==> src/common/orc_pkg.sv <==
/*
 * Constants for the on-chip RAM and its address decode.
 * Assumes a 24-bit CPU address and a 16-bit internal data bus.
 */
`default_nettype none
package orc_pkg;
    // ------------------------------------------------------------
    // Sizes
    // ------------------------------------------------------------
    localparam int ADDR_W = 24;
    localparam int DATA_W = 16;
    localparam int BYTE_W = 8;
    localparam int RAM_BYTES = 512;
    localparam int OFS_W = $clog2(RAM_BYTES);
    localparam int IDX_W = OFS_W - 1;
    localparam int RAM_WORDS = RAM_BYTES / 2;
    localparam int MODE_W = 3;
    localparam int ACCESS_STATES = 2;
    // ------------------------------------------------------------
    // RAM window per operating mode
    // ------------------------------------------------------------
    localparam logic [ADDR_W-1:0] WIN_SHORT_LO = 24'h0FFD10;
    localparam logic [ADDR_W-1:0] WIN_SHORT_HI = 24'h0FFF0F;
    localparam logic [ADDR_W-1:0] WIN_LONG_LO = 24'hFFFD10;
    localparam logic [ADDR_W-1:0] WIN_LONG_HI = 24'hFFFF0F;
    localparam int SHORT_ADDR_W = 20;
    localparam logic [MODE_W-1:0] MODE_1 = 3'h1;
    localparam logic [MODE_W-1:0] MODE_2 = 3'h2;
    localparam logic [MODE_W-1:0] MODE_3 = 3'h3;
    localparam logic [MODE_W-1:0] MODE_4 = 3'h4;
    localparam logic [MODE_W-1:0] MODE_RESET = 3'h0;
    // ------------------------------------------------------------
    // System control register
    // ------------------------------------------------------------
    localparam logic [15:0] SYS_CTRL_ADDR = 16'hFFF2;
    localparam logic [BYTE_W-1:0] SYS_CTRL_RESET = 8'h0B;
    localparam int GATE_BIT = 0;
    // ------------------------------------------------------------
    // Access sequencer
    // ------------------------------------------------------------
    typedef enum logic [1:0] {
        ST_IDLE = 2'h0,
        ST_T2 = 2'h1
    } orc_state_type;
endpackage : orc_pkg
`default_nettype wire

==> src/common/orc_ram_if.sv <==
/*
 * Port of the RAM array: word index, byte-lane write strobes, data.
 * Assumes the array reads combinationally and writes on the clock.
 */
`default_nettype none
interface orc_ram_if;
    logic [orc_pkg::IDX_W-1:0] idx;
    logic wr_hi;
    logic wr_lo;
    logic [orc_pkg::DATA_W-1:0] wdata;
    logic [orc_pkg::DATA_W-1:0] rdata;
    modport ctrl (output idx, output wr_hi, output wr_lo, output wdata,
                  input rdata);
    modport mem (input idx, input wr_hi, input wr_lo, input wdata,
                 output rdata);
endinterface : orc_ram_if
`default_nettype wire

==> src/logic/orc_ram_array.sv <==
/*
 * 256 x 16 static RAM with separate upper and lower byte lanes.
 * Assumes strobes are single-cycle and qualified by the clock enable.
 */
`default_nettype none
module orc_ram_array (
    // Clock
    input wire logic clk,
    input wire logic ce,
    // Array port
    orc_ram_if.mem bus
);
    logic [orc_pkg::DATA_W-1:0] mem_q [orc_pkg::RAM_WORDS];

    // ------------------------------------------------------------
    // Storage
    // ------------------------------------------------------------
    // Contents are not reset; RAM holds whatever was written last
    always_ff @(posedge clk) begin
        if (ce && bus.wr_hi) begin
            mem_q[bus.idx][15:8] <= bus.wdata[15:8];
        end
        if (ce && bus.wr_lo) begin
            mem_q[bus.idx][7:0] <= bus.wdata[7:0];
        end
    end

    assign bus.rdata = mem_q[bus.idx];
endmodule : orc_ram_array
`default_nettype wire

==> src/logic/orc_ram_top.sv <==
/*
 * On-chip RAM controller: window decode, two-state access sequencer,
 * system control register with the RAM gate bit.
 * Assumes the CPU holds a request until it is taken and waits for the
 * acknowledge before issuing the next one.
 */
`default_nettype none

module orc_ram_top (
    // Clock and reset
    input wire logic clk,
    input wire logic arst_n,
    input wire logic ce,
    // Mode pins and power state
    input wire logic [orc_pkg::MODE_W-1:0] mode_pins,
    input wire logic soft_standby,
    // CPU access
    input wire logic cpu_req,
    input wire logic [orc_pkg::ADDR_W-1:0] cpu_addr,
    input wire logic cpu_wr,
    input wire logic cpu_word,
    input wire logic [orc_pkg::DATA_W-1:0] cpu_wdata,
    output logic cpu_ack,
    output logic [orc_pkg::DATA_W-1:0] cpu_rdata,
    // External space hand-off
    output logic ext_req,
    output logic [orc_pkg::ADDR_W-1:0] ext_addr,
    // Control register view
    output logic onchip_ram_gate,
    output logic [orc_pkg::BYTE_W-1:0] system_control_register
);
    // ------------------------------------------------------------
    // Decode functions
    // ------------------------------------------------------------
    function automatic logic in_window(
        input logic [orc_pkg::ADDR_W-1:0] a,
        input logic [orc_pkg::MODE_W-1:0] m
    );
        logic [orc_pkg::ADDR_W-1:0] s;
        s = {4'h0, a[orc_pkg::SHORT_ADDR_W-1:0]};
        case (m)
            orc_pkg::MODE_1, orc_pkg::MODE_2: begin
                in_window = s >= orc_pkg::WIN_SHORT_LO &&
                            s <= orc_pkg::WIN_SHORT_HI;
            end
            orc_pkg::MODE_3, orc_pkg::MODE_4: begin
                in_window = a >= orc_pkg::WIN_LONG_LO &&
                            a <= orc_pkg::WIN_LONG_HI;
            end
            default: begin
                in_window = 1'b0;
            end
        endcase
    endfunction : in_window

    function automatic logic [orc_pkg::OFS_W-1:0] win_offset(
        input logic [orc_pkg::ADDR_W-1:0] a
    );
        // Both windows share their low twenty bits, so one base serves
        logic [orc_pkg::ADDR_W-1:0] d;
        d = a - orc_pkg::WIN_LONG_LO;
        win_offset = d[orc_pkg::OFS_W-1:0];
    endfunction : win_offset

    // ------------------------------------------------------------
    // Mode pin synchroniser
    // ------------------------------------------------------------
    logic [orc_pkg::MODE_W-1:0] m1_reg, m2_reg, m3_reg, mode_reg;
    logic [orc_pkg::MODE_W-1:0] mode_next;

    always_comb begin
        mode_next = mode_reg;
        if (m2_reg == m3_reg) begin
            mode_next = m3_reg;
        end
    end

    always_ff @(posedge clk or negedge arst_n) begin
        if (!arst_n) begin
            m1_reg <= orc_pkg::MODE_RESET;
            m2_reg <= orc_pkg::MODE_RESET;
            m3_reg <= orc_pkg::MODE_RESET;
            mode_reg <= orc_pkg::MODE_RESET;
        end else if (ce) begin
            m1_reg <= mode_pins;
            m2_reg <= m1_reg;
            m3_reg <= m2_reg;
            mode_reg <= mode_next;
        end
    end

    // ------------------------------------------------------------
    // Access sequencer
    // ------------------------------------------------------------
    orc_ram_if ram_bus ();

    orc_ram_array u_array (
        .clk(clk),
        .ce(ce),
        .bus(ram_bus)
    );

    orc_pkg::orc_state_type st_reg, st_next;
    logic [orc_pkg::OFS_W-1:0] ofs_reg, ofs_next;
    logic wr_reg, wr_next, word_reg, word_next, sys_reg, sys_next;
    logic [orc_pkg::DATA_W-1:0] wd_reg, wd_next, rd_reg, rd_next;
    logic ack_reg, ack_next, ext_reg, ext_next;
    logic [orc_pkg::ADDR_W-1:0] ea_reg, ea_next;
    logic [orc_pkg::BYTE_W-1:0] ctl_reg, ctl_next;
    logic take, hit_ram, hit_sys;
    logic [orc_pkg::BYTE_W-1:0] lane;

    assign hit_ram = in_window(cpu_addr, mode_reg);
    assign hit_sys = cpu_addr[15:0] == orc_pkg::SYS_CTRL_ADDR;
    // A halted CPU in standby issues nothing; requests then are ignored.
    // The answer cycle takes nothing: the CPU still holds its request there,
    // and taking it again would repeat the access, on chip or on the external bus
    assign take = cpu_req && !soft_standby && st_reg == orc_pkg::ST_IDLE &&
                  !ack_reg && !ext_reg;
    // word index into the 512-byte array
    assign ram_bus.idx = ofs_reg[orc_pkg::OFS_W-1:1];
    assign lane = ofs_reg[0] ? ram_bus.rdata[7:0] : ram_bus.rdata[15:8];

    always_comb begin
        st_next = st_reg;
        ofs_next = ofs_reg;
        wr_next = wr_reg;
        word_next = word_reg;
        sys_next = sys_reg;
        wd_next = wd_reg;
        rd_next = rd_reg;
        ea_next = ea_reg;
        ctl_next = ctl_reg;
        ack_next = 1'b0;
        ext_next = 1'b0;
        ram_bus.wr_hi = 1'b0;
        ram_bus.wr_lo = 1'b0;
        ram_bus.wdata = wd_reg;
        case (st_reg)
            orc_pkg::ST_IDLE: begin
                // gate low sends window hits outside
                if (take && hit_ram && ctl_reg[orc_pkg::GATE_BIT]) begin
                    st_next = orc_pkg::ST_T2;
                    sys_next = 1'b0;
                end else if (take && hit_sys && !hit_ram) begin
                    st_next = orc_pkg::ST_T2;
                    sys_next = 1'b1;
                end else if (take) begin
                    ext_next = 1'b1;
                    ea_next = cpu_addr;
                end
                if (take) begin
                    ofs_next = win_offset(cpu_addr);
                    wr_next = cpu_wr;
                    word_next = cpu_word;
                    wd_next = cpu_wdata;
                end
            end
            orc_pkg::ST_T2: begin
                st_next = orc_pkg::ST_IDLE;
                ack_next = 1'b1;
                if (sys_reg) begin
                    rd_next = {ctl_reg, 8'h00};
                    // write updates the gate and stores the rest
                    if (wr_reg) begin
                        ctl_next = wd_reg[15:8];
                    end
                end else if (word_reg) begin
                    // word uses both lanes, odd address aligns down
                    rd_next = ram_bus.rdata;
                    ram_bus.wr_hi = wr_reg;
                    ram_bus.wr_lo = wr_reg;
                end else begin
                    // byte travels on the upper lines
                    rd_next = {lane, 8'h00};
                    ram_bus.wdata = {wd_reg[15:8], wd_reg[15:8]};
                    ram_bus.wr_hi = wr_reg && !ofs_reg[0];
                    ram_bus.wr_lo = wr_reg && ofs_reg[0];
                end
            end
            default: begin
                st_next = orc_pkg::ST_IDLE;
            end
        endcase
        if (!ce) begin
            ram_bus.wr_hi = 1'b0;
            ram_bus.wr_lo = 1'b0;
        end
    end

    // gate and register reset only by the reset pin
    always_ff @(posedge clk or negedge arst_n) begin
        if (!arst_n) begin
            st_reg <= orc_pkg::ST_IDLE;
            ofs_reg <= '0;
            wr_reg <= 1'b0;
            word_reg <= 1'b0;
            sys_reg <= 1'b0;
            wd_reg <= '0;
            rd_reg <= '0;
            ea_reg <= '0;
            ctl_reg <= orc_pkg::SYS_CTRL_RESET;
            ack_reg <= 1'b0;
            ext_reg <= 1'b0;
        end else if (ce) begin
            st_reg <= st_next;
            ofs_reg <= ofs_next;
            wr_reg <= wr_next;
            word_reg <= word_next;
            sys_reg <= sys_next;
            wd_reg <= wd_next;
            rd_reg <= rd_next;
            ea_reg <= ea_next;
            ctl_reg <= ctl_next;
            ack_reg <= ack_next;
            ext_reg <= ext_next;
        end
    end

    assign cpu_ack = ack_reg;
    assign cpu_rdata = rd_reg;
    assign ext_req = ext_reg;
    assign ext_addr = ea_reg;
    assign onchip_ram_gate = ctl_reg[orc_pkg::GATE_BIT];
    assign system_control_register = ctl_reg;
endmodule : orc_ram_top
`default_nettype wire

==> config.mk <==
export PLATFORM = sky130hd
export DESIGN_NAME = orc_ram_top
export DESIGN_NICKNAME = d
export VERILOG_FILES = /design/src/common/orc_pkg.sv /design/src/common/orc_ram_if.sv /design/src/logic/orc_ram_array.sv /design/src/logic/orc_ram_top.sv
export SDC_FILE = /design/constraint.sdc
export NUM_CORES = 2
export LEC_CHECK = 0
export BUFFER_PORTS_ARGS = -buffer_cell sky130_fd_sc_hd__buf_2
export CELL_PAD_IN_SITES_DETAIL_PLACEMENT = 0
export CELL_PAD_IN_SITES_GLOBAL_PLACEMENT = 1
export CORE_UTILIZATION = 50
export DETAILED_ROUTE_END_ITERATION = 8
export PLACE_DENSITY = 0.81
export SYNTH_ARGS = -nofsm -noshare
export SYNTH_HDL_FRONTEND = slang
export SYNTH_HIERARCHICAL = 1
export SYNTH_SLANG_ARGS = --single-unit
==> constraint.sdc <==
create_clock -name clk -period 12.4 [get_ports clk]
set_clock_uncertainty 0.1 [all_clocks]
set_input_delay 1.24 -clock clk [delete_from_list [all_inputs] [get_ports clk]]
set_output_delay 1.24 -clock clk [all_outputs]
set_load 0.02 [all_outputs]
==> impl_metrics.csv <==
group,metric,value,unit
status,status,"finished, violations left",
status,violations,"max-capacitance violations, max-slew violations",
layout,area_growth,11.4,%
logic_synthesis,yosys.area.top_type,"edfxtp_1",
sta,period_needed,6.40,ns
clock_network,clkTransAtPathRegs,0.06,ns
power,p_leak,54.7,nW
route,ant_nets,0,
logic_synthesis,synth-seq-cells,4187,
critical_path,r2r-end,"cpu_rdata[11]",
logic_synthesis,avgSynthCellArea,21.9,sq um
global_routing,antenna_found_initial,17,
clock_network,cts_setup_buffers,0,
layout,layout-drive-gt1-share,25.6,%
clock_network,ctsResizeCount,0,
logic_synthesis,synth-async-reset-ratio,2.17,%
die,chipHeight,568,microns
clock_network,cts-root-buf,"clkbuf_16",
critical_path,start_kind,"flip-flop",
layout,nets,7537,
clock_network,clk_latency,0.93,ns
placed_design,hpwl,222000,microns
logic_synthesis,synthDistinctLibCells,46,
sta,finalHoldViolations,0,
clock_network,cts_tree,"built",
critical_path,cp-end-kind,"flip-flop",
placed_design,routabilityCongestion,0.833,
critical_path,required,13.06,ns
placed_design,dp.cells,11270,
critical_path,worstReg2RegStart,"ofs_reg[1]",
logic_synthesis,synthCells,7317,
sta,slew_headroom,-7.54,%
critical_path,path_delay_family,"compound AO/OA/AOI/OAI gates",
global_routing,grt_pass1_vias,78426,
job,cap_violations,3,
global_routing,grt_pass1_wl,560000,microns
critical_path,cp-startpoint,"ofs_reg[1]",
sta,fmax,0.156,GHz
power,vdd_ir_drop_max,0.000160,V
die,start_util,50.4,%
route,wl_per_cell,32.4,microns
min_path,hold_class,"in -> async",
clock_network,cts_buffers,391,
logic_synthesis,seq_area_frac_synth,78.1,%
critical_path,worstPathCellList,"buf_4 -> buf_4 -> mux4_2 -> a22oi_1 -> a21oi_1 -> o41ai_1 -> nand4_1 -> mux2i_1 -> nor2_1 -> a21oi_1 -> o21ai_0",
sta,setup_tns,0,ns
placed_design,io_buffers,100,
logic_synthesis,synth-edff-count,4096,
die,die_w,568,microns
sta,finalSetupViolCount,0,
logic_synthesis,netlist_area,0.160,sq mm
route,vias_per_cell,6.60,
global_routing,grt_max_degree,197,
route,vias,79081,
sta,holdWs,0.212,ns
clock_network,cts.sinks,4187,
route,drcViolationCount,0,
die,dieArea,0.323,sq mm
critical_path,crit_type,"reg -> reg",
clock_network,ctsHoldBuffers,0,
die,rows,207,
layout,top_register,"u_array/mem_q",
logic_synthesis,ys_warn_count,6,
critical_path,reg2regPathDepth,11,
logic_synthesis,dominantRegCellSynth,"edfxtp_1",
layout,layoutNonFillerInstCount,11984,
logic_synthesis,syn-num-nets,7371,
critical_path,ff2ff_setup_slack,6.00,ns
sta,worst_pin_slew,1.59,ns
sta,fin_crit_sh,51.6,%
critical_path,path_depth,11,
layout,largest_reg_flops,4096,
critical_path,slowest_stage,"o41ai_1",
clock_network,htree_num_levels,5,
logic_synthesis,synth_area_leaders,"edfxtp_1 (77%), mux4_2 (14%), a22oi_1 (2.4%), dfrtp_1 (1.4%), nor2_1 (1.2%)",
layout,final_cell_mix,"edfxtp_1 (4,096), mux4_2 (1,024), nor2_1 (528)",
critical_path,crit_path_max_incr_delay,1.10,ns
route,wl,388000,microns
sta,rsz0062_at_grt,"no",
die,num_io_pins,101,
critical_path,cp_max_fo,47,
global_routing,grt_usage,23.9,%
power,power_density,192,mW/mm^2
critical_path,worstSetupEndpoint,"cpu_rdata[11]",
logic_synthesis,synth_top_cell_area_share,76.7,%
critical_path,path_buf_inv,2,
layout,fill_cells,22448,
power,power,34.4,mW
clock_network,clock_path_buffers,4,
sta,maxSlewViolCount,5,
critical_path,arrival,7.07,ns
route,drt_iter0_markers,10824,
layout,final_common_cell,"edfxtp_1",
die,core,0.319,sq mm
global_routing,overflow,0,
route,dr.pass1.iters,6,
-- logic make-up (layout without fill, tap and decap cells) --
family / after synthesis / after routing / synth area share (%)
multiplexers: 1107 / 1107 / 15.0
AND/OR/NAND/NOR: 670 / 670 / 1.73
buffers and inverters: 473 / 953 / 1.38
adder cells (fa/ha/maj): 4 / 4 / 0.0312
XOR/XNOR: 6 / 6 / 0.0328
flip-flops: 4187 / 4187 / 78.1
other: 0 / 7 / 0
AO/OA/AOI/OAI: 870 / 870 / 3.75
-- synth_stat cells, types with 2 or more instances --
master and instances:
a21oi_1 265, a22o_1 8, a22oi_1 512, a31oi_1 2, and2_1 3, buf_1 68, buf_12 2, buf_2 62
buf_4 33, buf_6 28, clkbuf_1 276, dfrtp_1 88, dfstp_2 3, edfxtp_1 4096, ha_1 4, inv_1 4
mux2_2 56, mux2_4 19, mux2i_1 8, mux4_2 1024, nand2_1 42, nand2b_1 2, nand3_1 35, nand4_1 31
nor2_1 531, nor2b_1 10, nor3_1 3, nor3b_2 2, o21ai_0 16, o41ai_1 54, o41ai_2 10, xnor2_1 6
-- metal layers --
metal | vias up | routed length (microns) | global-route usage [%]
met1 | 42167 | 144000 | 33.5
met3 | 716 | 45200 | 5.48
met4 | 8 | 13400 | 7.81
met2 | 4915 | 185000 | 37.3
li1 | 31275 | - | -
met5 | - | 50 | 0
-- area by class of cell --
cell class / instances / area, sq um / area share, %
clock buffer: 469 / 10200 / 5.73
multi-input combinational: 2657 / 33300 / 18.6
sequential: 4187 / 125000 / 70.1
inverter: 4 / 15.0 / 0.00840
clock inverter: 238 / 2830 / 1.58
tap: 4180 / 5230 / 2.93
antenna: 7 / 17.5 / 0.00980
timing repair buffer: 242 / 1760 / 0.987
-- worst register-to-register path: stages, from the launching register on --
cell and delay (ns):
dfrtp_4 1.00, buf_4 0.91, buf_4 0.84, mux4_2 0.67, a22oi_1 0.25, a21oi_1 0.22, o41ai_1 1.10, nand4_1 0.58
mux2i_1 0.33, nor2_1 0.07, a21oi_1 0.14, o21ai_0 0.08
-- worst min path at each step --
| stage | from | to |
|---|---|---|
| 6_report | arst_n | ext_addr[19] |
| 5_1_grt | arst_n | ext_addr[19] |
| 4_1_cts | arst_n | ext_addr[19] |
| 3_5_place_dp | cpu_rdata[14] | cpu_rdata[14] |
| 3_3_place_gp | m1_reg[2] | m2_reg[2] |
| 2_1_floorplan | ofs_reg[2] | ofs_reg[2] |
-- stage by stage --
step | cell area, sq um | utilization, % | setup slack, ns
floorplan | 160000 | - | 6.24
global placement | 166000 | 52.0 | 5.75
detailed placement | 166000 | 52.0 | 6.13
CTS | 179000 | 56.1 | 6.10
global route | 179000 | 56.1 | 5.78
finish | 179000 | 56.1 | 6.00
-- power by group --
part | leakage [nW] | switching [mW] | internal (mW)
Clock | 6.37 | 5.08 | 7.18
Sequential | 38.0 | 0.185 | 16.5
Combinational | 10.3 | 3.59 | 1.89
Total | 54.7 | 8.86 | 25.5
No activity file was read; power rests on OpenSTA's default activity.
